==> src/sleep_scan_defs.svh <==
// Constants of the sleep, scan and timeout parameter block
`ifndef SLEEP_SCAN_DEFS_SVH
`define SLEEP_SCAN_DEFS_SVH

// ----------------------------------------
// Reset and limit values
// ----------------------------------------
`define SCAN_EXP_RST 8'h04
`define SCAN_EXP_MAX 8'h0F
`define CHAN_MASK_RST 16'h1FFE
`define CHAN_MASK_STD 16'hFFFF
`define CHAN_MASK_HP 16'h1FFE
`define SLEEP_MODE_RST 8'h00
`define SLEEP_MODE_MAX 8'h06
`define SLEEP_OPT_RST 8'h00
`define SLEEP_OPT_MAX 8'h04
`define SLEEP_PER_RST 16'h0064
`define SLEEP_PER_MAX 16'h68B0
`define INACT_RST 16'h1388
`define INACT_MIN 16'h0001
`define OUT_TMO_RST 8'hFF
`define VERBOSE_VER 8'h28

// ----------------------------------------
// Field positions and mode codes
// ----------------------------------------
`define OPT_NO_POLL 0
`define OPT_NO_SAMPLE 1
`define MODE_OFF 8'h00
`define MODE_PIN_HIB 8'h01
`define MODE_PIN_DOZE 8'h02
`define MODE_CYC 8'h04
`define MODE_CYC_PIN 8'h05
`define MODE_CYC_COORD 8'h06

// ----------------------------------------
// Timing
// ----------------------------------------
`define CLK_PERIOD_NS 5
`define MS_NS 1000000
`define SCAN_BASE_NS 15360000
`define SLEEP_UNIT_MS 10
`define OUT_UNIT_MS 100
`define HOLD_MS_PER_UNIT 25
`define COMMIT_CYCLES 16

`endif

==> src/sleep_scan_pkg.sv <==
// Types of the sleep, scan and timeout parameter block
`default_nettype none
package sleep_scan_pkg;
   typedef enum logic [2:0] {op_read, op_write, op_commit, op_restore, op_reload} op_t;
   typedef enum logic [3:0] {par_scan_exponent, par_channel_mask, par_serial_upper,
      par_serial_lower, par_sleep_mode, par_sleep_opt, par_sleep_period,
      par_inactivity, par_out_timeout, par_verbose_ver, par_fw_version} param_t;
   typedef enum logic [1:0] {st_awake, st_sleep, st_check} sleep_state_t;
endpackage
`default_nettype wire

==> src/sleep_scan_params.sv <==
// Sleep, scan and output timeout parameter logic of the radio module
`include "sleep_scan_defs.svh"
`timescale 1ns/1ps
`default_nettype none
module sleep_scan_params #(
   parameter int MS_CYCLES = `MS_NS / `CLK_PERIOD_NS,
   parameter int SCAN_BASE_CYCLES = `SCAN_BASE_NS / `CLK_PERIOD_NS,
   parameter bit HIGH_POWER = 1'b0,
   parameter logic [63:0] SERIAL_NUMBER = 64'h0123_4567_89AB_CDEF, // arbitrary value
   parameter logic [15:0] FW_VERSION = 16'h10C0, // arbitrary value
   parameter logic [7:0] OUT_DEFAULT = 8'h00
) (
   input wire logic core_clk_i,
   input wire logic nrst_i,
   input wire logic cmd_valid_i,
   input wire sleep_scan_pkg::op_t cmd_op_i,
   input wire sleep_scan_pkg::param_t cmd_param_i,
   input wire logic [2:0] cmd_index_i,
   input wire logic [31:0] cmd_data_i,
   output logic rsp_valid_o,
   output logic rsp_ok_o,
   output logic [31:0] rsp_data_o,
   output logic host_busy_o,
   input wire logic coordinator_i,
   input wire logic network_id_reselect_i,
   input wire logic channel_reselect_i,
   input wire logic scan_start_i,
   output logic scan_busy_o,
   output logic energy_scan_o,
   output logic [19:0] scan_units_o,
   input wire logic sleep_pin_i,
   input wire logic data_pending_i,
   input wire logic sampling_en_i,
   output logic asleep_o,
   output logic poll_o,
   output logic sample_o,
   input wire logic host_rx_valid_i,
   input wire logic [7:0] host_rx_data_i,
   input wire logic radio_rx_valid_i,
   input wire logic [7:0] radio_rx_data_i,
   output logic radio_tx_valid_o,
   output logic [7:0] radio_tx_data_o,
   output logic host_tx_valid_o,
   output logic [7:0] host_tx_data_o,
   input wire logic indirect_store_i,
   input wire logic indirect_taken_i,
   output logic indirect_pending_o,
   output logic indirect_discard_o,
   output logic direct_send_o,
   input wire logic io_packet_i,
   input wire logic [7:0] io_levels_i,
   output logic [7:0] io_out_o
);
   import sleep_scan_pkg::*;

   // ----------------------------------------
   // Working and stored settings
   // ----------------------------------------
   logic [7:0] scan_exponent;
   logic [15:0] channel_mask;
   logic [7:0] sleep_mode_select;
   logic [7:0] sleep_option_bits;
   logic [15:0] cyclic_sleep_period;
   logic [15:0] inactivity_before_sleep;
   logic [7:0] output_line_timeouts [8];
   logic [7:0] nv_scan_exponent;
   logic [15:0] nv_channel_mask;
   logic [7:0] nv_sleep_mode;
   logic [7:0] nv_sleep_opt;
   logic [15:0] nv_sleep_period;
   logic [15:0] nv_inactivity;
   logic [7:0] nv_timeouts [8];
   logic load_pending;
   logic [4:0] commit_cnt;
   logic sleep_pin_meta;
   logic sleep_pin_s;

   // ----------------------------------------
   // Command decode
   // ----------------------------------------
   wire cmd_take = cmd_valid_i & ~host_busy_o & ~load_pending;
   wire is_wr = cmd_take & (cmd_op_i == op_write);
   wire is_rd = cmd_take & (cmd_op_i == op_read);
   wire is_commit = cmd_take & (cmd_op_i == op_commit);
   wire is_restore = cmd_take & (cmd_op_i == op_restore);
   wire is_reload = cmd_take & (cmd_op_i == op_reload);
   wire [15:0] chan_allowed = HIGH_POWER ? `CHAN_MASK_HP : `CHAN_MASK_STD;
   wire ok_sd = cmd_data_i <= {24'h0, `SCAN_EXP_MAX};
   wire ok_sc = (cmd_data_i[15:0] != 16'h0000) && (cmd_data_i[31:16] == 16'h0000)
      && ((cmd_data_i[15:0] & ~chan_allowed) == 16'h0000);
   wire ok_sm = (cmd_data_i <= {24'h0, `SLEEP_MODE_MAX}) && (cmd_data_i != 32'h3);
   wire ok_so = cmd_data_i <= {24'h0, `SLEEP_OPT_MAX};
   wire ok_sp = cmd_data_i <= {16'h0, `SLEEP_PER_MAX};
   wire ok_st = (cmd_data_i >= {16'h0, `INACT_MIN}) && (cmd_data_i[31:16] == 16'h0000);
   wire ok_tn = cmd_data_i[31:8] == 24'h0;
   wire wr_ok = (cmd_param_i == par_scan_exponent) ? ok_sd :
      (cmd_param_i == par_channel_mask) ? ok_sc :
      (cmd_param_i == par_sleep_mode) ? ok_sm :
      (cmd_param_i == par_sleep_opt) ? ok_so :
      (cmd_param_i == par_sleep_period) ? ok_sp :
      (cmd_param_i == par_inactivity) ? ok_st :
      (cmd_param_i == par_out_timeout) ? ok_tn : 1'b0;
   wire wr_do = is_wr & wr_ok;
   logic [31:0] rd_data;
   always_comb
   begin
      case (cmd_param_i)
         par_scan_exponent: rd_data = {24'h0, scan_exponent};
         par_channel_mask: rd_data = {16'h0, channel_mask};
         par_serial_upper: rd_data = SERIAL_NUMBER[63:32];
         par_serial_lower: rd_data = SERIAL_NUMBER[31:0];
         par_sleep_mode: rd_data = {24'h0, sleep_mode_select};
         par_sleep_opt: rd_data = {24'h0, sleep_option_bits};
         par_sleep_period: rd_data = {16'h0, cyclic_sleep_period};
         par_inactivity: rd_data = {16'h0, inactivity_before_sleep};
         par_out_timeout: rd_data = {24'h0, output_line_timeouts[cmd_index_i]};
         par_verbose_ver: rd_data = {24'h0, `VERBOSE_VER};
         par_fw_version: rd_data = {16'h0, FW_VERSION};
         default: rd_data = 32'h0;
      endcase
   end

   // ----------------------------------------
   // Settings storage
   // ----------------------------------------
   wire load_work = load_pending | is_reload;
   always_ff @(posedge core_clk_i or negedge nrst_i)
   begin
      if (!nrst_i)
      begin
         scan_exponent <= `SCAN_EXP_RST;
         channel_mask <= `CHAN_MASK_RST;
         sleep_mode_select <= `SLEEP_MODE_RST;
         sleep_option_bits <= `SLEEP_OPT_RST;
         cyclic_sleep_period <= `SLEEP_PER_RST;
         inactivity_before_sleep <= `INACT_RST;
         nv_scan_exponent <= `SCAN_EXP_RST;
         nv_channel_mask <= `CHAN_MASK_RST;
         nv_sleep_mode <= `SLEEP_MODE_RST;
         nv_sleep_opt <= `SLEEP_OPT_RST;
         nv_sleep_period <= `SLEEP_PER_RST;
         nv_inactivity <= `INACT_RST;
         load_pending <= 1'b1;
      end
      else
      begin
         load_pending <= 1'b0;
         if (load_work)
         begin
            scan_exponent <= nv_scan_exponent;
            channel_mask <= nv_channel_mask;
            sleep_mode_select <= nv_sleep_mode;
            sleep_option_bits <= nv_sleep_opt;
            cyclic_sleep_period <= nv_sleep_period;
            inactivity_before_sleep <= nv_inactivity;
         end
         else if (is_restore)
         begin
            scan_exponent <= `SCAN_EXP_RST;
            channel_mask <= `CHAN_MASK_RST;
            sleep_mode_select <= `SLEEP_MODE_RST;
            sleep_option_bits <= `SLEEP_OPT_RST;
            cyclic_sleep_period <= `SLEEP_PER_RST;
            inactivity_before_sleep <= `INACT_RST;
         end
         else if (wr_do)
         begin
            case (cmd_param_i)
               par_scan_exponent: scan_exponent <= cmd_data_i[7:0];
               par_channel_mask: channel_mask <= cmd_data_i[15:0];
               par_sleep_mode: sleep_mode_select <= cmd_data_i[7:0];
               par_sleep_opt: sleep_option_bits <= cmd_data_i[7:0];
               par_sleep_period: cyclic_sleep_period <= cmd_data_i[15:0];
               par_inactivity: inactivity_before_sleep <= cmd_data_i[15:0];
               default: ;
            endcase
         end
         if (is_commit)
         begin
            nv_scan_exponent <= scan_exponent;
            nv_channel_mask <= channel_mask;
            nv_sleep_mode <= sleep_mode_select;
            nv_sleep_opt <= sleep_option_bits;
            nv_sleep_period <= cyclic_sleep_period;
            nv_inactivity <= inactivity_before_sleep;
         end
      end
   end

   // ----------------------------------------
   // Command answers and commit busy
   // ----------------------------------------
   always_ff @(posedge core_clk_i or negedge nrst_i)
   begin
      if (!nrst_i)
      begin
         rsp_valid_o <= 1'b0;
         rsp_ok_o <= 1'b0;
         rsp_data_o <= 32'h0;
         host_busy_o <= 1'b0;
         commit_cnt <= 5'd0;
      end
      else
      begin
         rsp_valid_o <= (cmd_take & ~is_commit) | (host_busy_o & (commit_cnt == 5'd1));
         rsp_ok_o <= is_wr ? wr_ok : 1'b1;
         rsp_data_o <= is_rd ? rd_data : 32'h0;
         if (is_commit)
         begin
            host_busy_o <= 1'b1;
            commit_cnt <= 5'(`COMMIT_CYCLES);
         end
         else if (host_busy_o)
         begin
            commit_cnt <= commit_cnt - 5'd1;
            host_busy_o <= commit_cnt != 5'd1;
         end
      end
   end

   // ----------------------------------------
   // Millisecond tick
   // ----------------------------------------
   logic [31:0] pre_cnt;
   logic ms_tick;
   always_ff @(posedge core_clk_i or negedge nrst_i)
   begin
      if (!nrst_i)
      begin
         pre_cnt <= 32'h0;
         ms_tick <= 1'b0;
      end
      else
      begin
         ms_tick <= pre_cnt == 32'(MS_CYCLES - 1);
         pre_cnt <= (pre_cnt == 32'(MS_CYCLES - 1)) ? 32'h0 : pre_cnt + 32'h1;
      end
   end

   // ----------------------------------------
   // Scan timing
   // ----------------------------------------
   function automatic logic [4:0] count_ones(input logic [15:0] v);
      logic [4:0] n;
      n = 5'd0;
      for (int i = 0; i < 16; i++)
         n = n + {4'h0, v[i]};
      return n;
   endfunction
   wire [15:0] chan_used = channel_mask & chan_allowed;
   wire [19:0] next_scan_units = 20'(count_ones(chan_used)) << scan_exponent[3:0];
   logic [31:0] base_cnt;
   logic [19:0] unit_cnt;
   always_ff @(posedge core_clk_i or negedge nrst_i)
   begin
      if (!nrst_i)
      begin
         scan_busy_o <= 1'b0;
         energy_scan_o <= 1'b0;
         scan_units_o <= 20'h0;
         base_cnt <= 32'h0;
         unit_cnt <= 20'h0;
      end
      else
      begin
         scan_units_o <= next_scan_units;
         if (scan_start_i && !scan_busy_o)
         begin
            scan_busy_o <= 1'b1;
            energy_scan_o <= coordinator_i & channel_reselect_i & ~network_id_reselect_i;
            base_cnt <= 32'h0;
            unit_cnt <= next_scan_units;
         end
         else if (scan_busy_o)
         begin
            base_cnt <= (base_cnt == 32'(SCAN_BASE_CYCLES - 1)) ? 32'h0 : base_cnt + 32'h1;
            if (base_cnt == 32'(SCAN_BASE_CYCLES - 1))
            begin
               unit_cnt <= unit_cnt - 20'h1;
               scan_busy_o <= unit_cnt != 20'h1;
            end
         end
      end
   end

   // ----------------------------------------
   // Sleep sequencing
   // ----------------------------------------
   sleep_state_t state;
   logic [19:0] slp_ms;
   wire mode_cyc = (sleep_mode_select == `MODE_CYC) || (sleep_mode_select == `MODE_CYC_PIN);
   wire mode_pin = (sleep_mode_select == `MODE_PIN_HIB) || (sleep_mode_select == `MODE_PIN_DOZE);
   wire activity = host_rx_valid_i | radio_rx_valid_i;
   wire [19:0] sleep_ms = 20'(cyclic_sleep_period) * 20'(`SLEEP_UNIT_MS);
   wire inact_done = slp_ms >= {4'h0, inactivity_before_sleep};
   wire sleep_done = slp_ms >= sleep_ms;
   wire pin_wake = (sleep_mode_select == `MODE_CYC_PIN) && !sleep_pin_s;
   always_ff @(posedge core_clk_i or negedge nrst_i)
   begin
      if (!nrst_i)
      begin
         sleep_pin_meta <= 1'b0;
         sleep_pin_s <= 1'b0;
      end
      else
      begin
         sleep_pin_meta <= sleep_pin_i;
         sleep_pin_s <= sleep_pin_meta;
      end
   end
   always_ff @(posedge core_clk_i or negedge nrst_i)
   begin
      if (!nrst_i)
      begin
         state <= st_awake;
         slp_ms <= 20'h0;
         asleep_o <= 1'b0;
         poll_o <= 1'b0;
         sample_o <= 1'b0;
      end
      else
      begin
         poll_o <= 1'b0;
         sample_o <= 1'b0;
         case (state)
            st_awake:
            begin
               asleep_o <= 1'b0;
               if (mode_pin && sleep_pin_s)
               begin
                  state <= st_sleep;
                  asleep_o <= 1'b1;
               end
               else if (!mode_cyc || activity)
                  slp_ms <= 20'h0;
               else if (inact_done)
               begin
                  state <= st_sleep;
                  asleep_o <= 1'b1;
                  slp_ms <= 20'h0;
               end
               else if (ms_tick)
                  slp_ms <= slp_ms + 20'h1;
            end
            st_sleep:
            begin
               if (mode_pin)
               begin
                  if (!sleep_pin_s)
                     state <= st_awake;
               end
               else if (!mode_cyc)
                  state <= st_awake;
               else if (sleep_done || pin_wake)
               begin
                  state <= st_check;
                  asleep_o <= 1'b0;
                  slp_ms <= 20'h0;
                  poll_o <= ~sleep_option_bits[`OPT_NO_POLL];
                  sample_o <= sampling_en_i & ~sleep_option_bits[`OPT_NO_SAMPLE];
               end
               else if (ms_tick)
                  slp_ms <= slp_ms + 20'h1;
            end
            st_check:
            begin
               if (data_pending_i || activity || pin_wake)
                  state <= st_awake;
               else
               begin
                  state <= st_sleep;
                  asleep_o <= 1'b1;
               end
            end
            default: state <= st_awake;
         endcase
      end
   end

   // ----------------------------------------
   // Indirect message hold
   // ----------------------------------------
   logic [20:0] hold_ms;
   wire period_used = (sleep_mode_select >= `MODE_CYC) || coordinator_i;
   wire hold_on = coordinator_i && period_used && (cyclic_sleep_period != 16'h0000);
   wire [20:0] hold_lim = 21'(cyclic_sleep_period) * 21'(`HOLD_MS_PER_UNIT);
   always_ff @(posedge core_clk_i or negedge nrst_i)
   begin
      if (!nrst_i)
      begin
         indirect_pending_o <= 1'b0;
         indirect_discard_o <= 1'b0;
         direct_send_o <= 1'b1;
         hold_ms <= 21'h0;
      end
      else
      begin
         direct_send_o <= ~hold_on;
         indirect_discard_o <= 1'b0;
         if (indirect_store_i && hold_on)
         begin
            indirect_pending_o <= 1'b1;
            hold_ms <= 21'h0;
         end
         else if (indirect_pending_o)
         begin
            if (indirect_taken_i || !hold_on)
               indirect_pending_o <= 1'b0;
            else if (hold_ms >= hold_lim)
            begin
               indirect_pending_o <= 1'b0;
               indirect_discard_o <= 1'b1;
            end
            else if (ms_tick)
               hold_ms <= hold_ms + 21'h1;
         end
      end
   end

   // ----------------------------------------
   // Transparent data path
   // ----------------------------------------
   always_ff @(posedge core_clk_i or negedge nrst_i)
   begin
      if (!nrst_i)
      begin
         radio_tx_valid_o <= 1'b0;
         radio_tx_data_o <= 8'h00;
         host_tx_valid_o <= 1'b0;
         host_tx_data_o <= 8'h00;
      end
      else
      begin
         radio_tx_valid_o <= host_rx_valid_i & ~host_busy_o;
         radio_tx_data_o <= host_rx_data_i;
         host_tx_valid_o <= radio_rx_valid_i;
         host_tx_data_o <= radio_rx_data_i;
      end
   end

   // ----------------------------------------
   // Passed output lines with timeouts
   // ----------------------------------------
   for (genvar g = 0; g < 8; g++)
   begin : g_line
      logic [14:0] out_ms;
      wire [14:0] out_lim = 15'(output_line_timeouts[g]) * 15'(`OUT_UNIT_MS);
      wire sel = wr_do && (cmd_param_i == par_out_timeout) && (cmd_index_i == 3'(g));
      always_ff @(posedge core_clk_i or negedge nrst_i)
      begin
         if (!nrst_i)
         begin
            output_line_timeouts[g] <= `OUT_TMO_RST;
            nv_timeouts[g] <= `OUT_TMO_RST;
            io_out_o[g] <= OUT_DEFAULT[g];
            out_ms <= 15'h0;
         end
         else
         begin
            if (load_work)
               output_line_timeouts[g] <= nv_timeouts[g];
            else if (is_restore)
               output_line_timeouts[g] <= `OUT_TMO_RST;
            else if (sel)
               output_line_timeouts[g] <= cmd_data_i[7:0];
            if (is_commit)
               nv_timeouts[g] <= output_line_timeouts[g];
            if (io_packet_i)
            begin
               io_out_o[g] <= io_levels_i[g];
               out_ms <= 15'h0;
            end
            else if (io_out_o[g] != OUT_DEFAULT[g] && output_line_timeouts[g] != 8'h00)
            begin
               if (out_ms >= out_lim)
                  io_out_o[g] <= OUT_DEFAULT[g];
               else if (ms_tick)
                  out_ms <= out_ms + 15'h1;
            end
         end
      end
   end
endmodule
`default_nettype wire

==> config.mk <==
export PLATFORM = sky130hd
export DESIGN_NAME = sleep_scan_params
export DESIGN_NICKNAME = d
export VERILOG_FILES = /design/src/sleep_scan_pkg.sv /design/src/sleep_scan_params.sv
export VERILOG_INCLUDE_DIRS = /design/src
export SDC_FILE = /design/constraint.sdc
export NUM_CORES = 2
export LEC_CHECK = 0
export BUFFER_PORTS_ARGS = -buffer_cell sky130_fd_sc_hd__buf_2
export CAP_MARGIN = 10
export CORE_MARGIN = 1.5
export CORE_UTILIZATION = 35
export CTS_CLUSTER_DIAMETER = 30
export DETAILED_ROUTE_END_ITERATION = 8
export GPL_ROUTABILITY_DRIVEN = 0
export SYNTH_ARGS = -nofsm -noshare
export SYNTH_HDL_FRONTEND = slang
export SYNTH_SLANG_ARGS = --single-unit
==> constraint.sdc <==
create_clock -name core_clk_i -period 5.6 [get_ports core_clk_i]
set_input_delay 0.84 -clock core_clk_i [delete_from_list [all_inputs] [get_ports core_clk_i]]
set_output_delay 0.84 -clock core_clk_i [all_outputs]
set_load 0.05 [all_outputs]
==> flow_metrics.env <==
export IMPL_use_met1_pct=24.4
export IMPL_start_util_pct=35.2
export IMPL_p_leak_nw=23.4
export IMPL_power_density_nw_per_um2=482
export IMPL_fp_row_count=124
export IMPL_synth_top_area_share_pct=26.8
export IMPL_cts_buffers=160
export IMPL_final_period_utilization_pct=96.2
export IMPL_gr_max_usage_layer="met2"
export IMPL_drt_pass1_iter_count=6
export IMPL_drt_iter0_drc=1970
export IMPL_grt_overflow=0
export IMPL_ys_flop_type="dfrtp_1"
export IMPL_drive_gt1_share_pct=16.9
export IMPL_reg2reg_depth=21
export IMPL_period_needed_ns=5.39
export IMPL_grt_total_usage_pct=18.2
export IMPL_outcome="finished clean"
export IMPL_cts_root_buf="clkbuf_16"
export IMPL_die_area_sq_um=117000
export IMPL_grt_max_degree=129
export IMPL_antenna_left=0
export IMPL_clkSinkCount=603
export IMPL_portBuffers=161
export IMPL_final_area_sq_um=49000
export IMPL_drc=0
export IMPL_die_y_microns=342
export IMPL_netlist_area_sq_um=40200
export IMPL_ir_drop_mv=0.254
export IMPL_finalSetupViolations=0
export IMPL_core_area_sq_um=114000
export IMPL_wl_microns=106000
export IMPL_fin_util_pct=42.9
export IMPL_grt_pass1_wl_microns=171000
export IMPL_worstSetupEndpointType="flip-flop"
export IMPL_hold_viol=0
export IMPL_place_area_sq_um=42800
export IMPL_cts_tree="yes"
export IMPL_die_width_microns=342
export IMPL_synth_edf_count=0
export IMPL_hpwl_microns=75200
export IMPL_yosysTopAreaCell="dfrtp_1"
export IMPL_worstMarginPinSlew_ns=1.20
export IMPL_relSlewSlack_pct=19.8
export IMPL_syn_to_final_growth_pct=21.8
export IMPL_required_ns=6.29
export IMPL_fill_cells=11000
export IMPL_path_class="reg2reg"
export IMPL_multi_input_area_sq_um=23100
export IMPL_ys_ff_latch=603
export IMPL_clock_skew_ns=0.0410
export IMPL_regToRegEndpoint="hold_ms[3]"
export IMPL_grt_pass1_vias=31500
export IMPL_dr_total_vias=31600
export IMPL_reg2reg_from="cyclic_sleep_period[5]"
export IMPL_synthTopCellsByArea="dfrtp_1, ha_1, dfstp_2, nand2_1, o21ai_0"
export IMPL_crit_arrival_ns=6.07
export IMPL_regArea_sq_um=15300
export IMPL_syn_avg_cell_area_sq_um=9.44
export IMPL_use_met2_pct=28.2
export IMPL_drv_cap=0
export IMPL_yosysUniqueCellTypes=87
export IMPL_netlist_instances=4265
export IMPL_antenna_found_initial=12
export IMPL_met3_usage_pct=4.40
export IMPL_slew_viol_final=0
export IMPL_ctsHtreeMaxLevel=4
export IMPL_crit_path_start_kind="flip-flop"
export IMPL_clkSlewWorstSetupHoldPaths_ns=0.05
export IMPL_fin_nets=5161
export IMPL_yosysWarningCount=0
export IMPL_vias_per_cell=5.15
export IMPL_hold_class="in2async"
export IMPL_async_flop_share_pct=100
export IMPL_max_clock_path_buffers=3
export IMPL_clk_insertion_delay_late_ns=0.76
export IMPL_clock_fmax_mhz=186
export IMPL_wl_per_cell_microns=17.2
export IMPL_yosysSeqAreaShare_pct=38.0
export IMPL_r2r_slack_ns=0.21
export IMPL_io_pins=170
export IMPL_worstPathMaxFanout=8
[sequential cells by signal, indices dropped and copies added (netlist names), 16 cells and up]
register	count
nv_channel_mask	16
nv_inactivity	16
nv_timeouts	64
output_line_timeouts	64
inactivity_before_sleep	16
slp_ms	20
pre_cnt	32
rsp_data_o	18
hold_ms	21
g_line.out_ms	120
chan_used	16
base_cnt	32
scan_units_o	20
cyclic_sleep_period	16
nv_sleep_period	16
unit_cnt	20
[metal layers]
layer | vias to the layer above | part of all wire (%)
met4 | 16 | 3.1
met5 | - | 0.11
li1 | 15400 | -
met3 | 220 | 6.0
met1 | 15200 | 46
met2 | 704 | 45
[metrics by stage]
stage	hold slack [ns]	power [mW]	worst slack, ns	instances	setup TNS [ns]
CTS	0.116	23.8	0.0716	6131	0
floorplan	0.331	11.5	0.293	4273	0
finish	0.126	23.6	0.213	6142	0
detailed placement	0.380	13.6	0.00368	5829	0
global placement	0.382	13.4	0.00185	5829	0
global route	0.153	25.3	-0.0309	6141	-0.0309
[cells in the final DEF, fill, tap and decap left out, types with 26 or more instances in the layout]
cell and n:
ha_1 542, xnor2_1 130, nor3_1 47, clkbuf_16 160
nor2b_1 44, dfstp_2 172, and3_1 60, nor2_1 323
mux2i_1 74, inv_1 349, buf_2 159, nand2b_1 36
dfrtp_1 429, fa_1 45, a21o_1 73, buf_4 65
nand3_1 94, nor4_1 34, bufinv_16 27, o21ai_0 286
nand2_1 434, nand4_1 82, or3_1 27, clkbuf_8 26
a21oi_1 261, xor2_1 108
[layout make-up]
class,count,share of cell area (%)
repair buffers,230,2.84
flip-flops and latches,603,31.2
well taps,1512,3.86
clock buffers,205,9.05
diodes,1,0.00511
multi-input cells,3145,47.1
inverters,349,2.67
clock inverters,97,3.20
[critical path: stages, from the launching register on]
cell,delay (ns)
dfstp_2,0.58
inv_1,0.08
ha_1,0.29
ha_1,0.22
fa_1,0.56
ha_4,0.22
or2_2,0.30
a21oi_2,0.17
o31ai_2,0.10
o41a_1,0.45
a21o_1,0.21
a21oi_2,0.14
xor2_1,0.15
ha_1,0.25
a21o_1,0.19
a211oi_2,0.20
nand2_1,0.09
o21ai_2,0.13
buf_6,0.15
nand3_1,0.11
or4_4,0.55
a21oi_2,0.14
[where the power goes]
group          switching [mW]  internal (mW)  leakage [nW]
Combinational            4.52           3.30          13.0
Sequential              0.620           5.18          7.55
Clock                    3.08           6.90          2.87
[cell usage after synthesis (27+ instances only)]
cell / count
ha_1: 545
nand2_1: 435
dfrtp_1: 431
inv_1: 349
nor2_1: 323
o21ai_0: 287
a21oi_1: 264
dfstp_2: 172
clkbuf_1: 138
xnor2_1: 130
xor2_1: 108
nand3_1: 96
nand4_1: 82
mux2i_1: 74
a21o_1: 73
and3_1: 60
nor3_1: 50
fa_1: 46
nor2b_1: 45
nand2b_1: 36
nor4_1: 34
or3_1: 27
[logic make-up after synthesis]
| group | count (synthesis) | synth area share (%) |
|---|---|---|
| DFF | 603 | 38.0 |
| adders and majority gates | 591 | 19.2 |
| xor gates and xnor gates | 238 | 5.18 |
| muxes | 111 | 3.32 |
| other | 1 | 0.00932 |
| AOI/OAI and AO/OA | 914 | 14.0 |
| buffers and inverters | 525 | 5.09 |
| and+or+nand+nor | 1282 | 15.2 |
[worst max path at each step]
stage                           startpoint          end  cells after the start
CTS                 cyclic_sleep_period[4]  hold_ms[17]                     21
global placement    cyclic_sleep_period[2]   hold_ms[3]                     21
global route        cyclic_sleep_period[5]   hold_ms[3]                     21
floorplan           cyclic_sleep_period[2]   hold_ms[3]                     20
finish              cyclic_sleep_period[5]   hold_ms[3]                     21
detailed placement  cyclic_sleep_period[2]  hold_ms[17]                     21
[repair_timing]
item | 4_1_cts | 5_1_grt
resized for setup | 1 | 27
pin swaps | 0 | 8
setup buffers | 0 | 10
hold buffers | 0 | 0
endpoints found under the setup margin | 1 | 42
(Power assumes the default switching activity.)
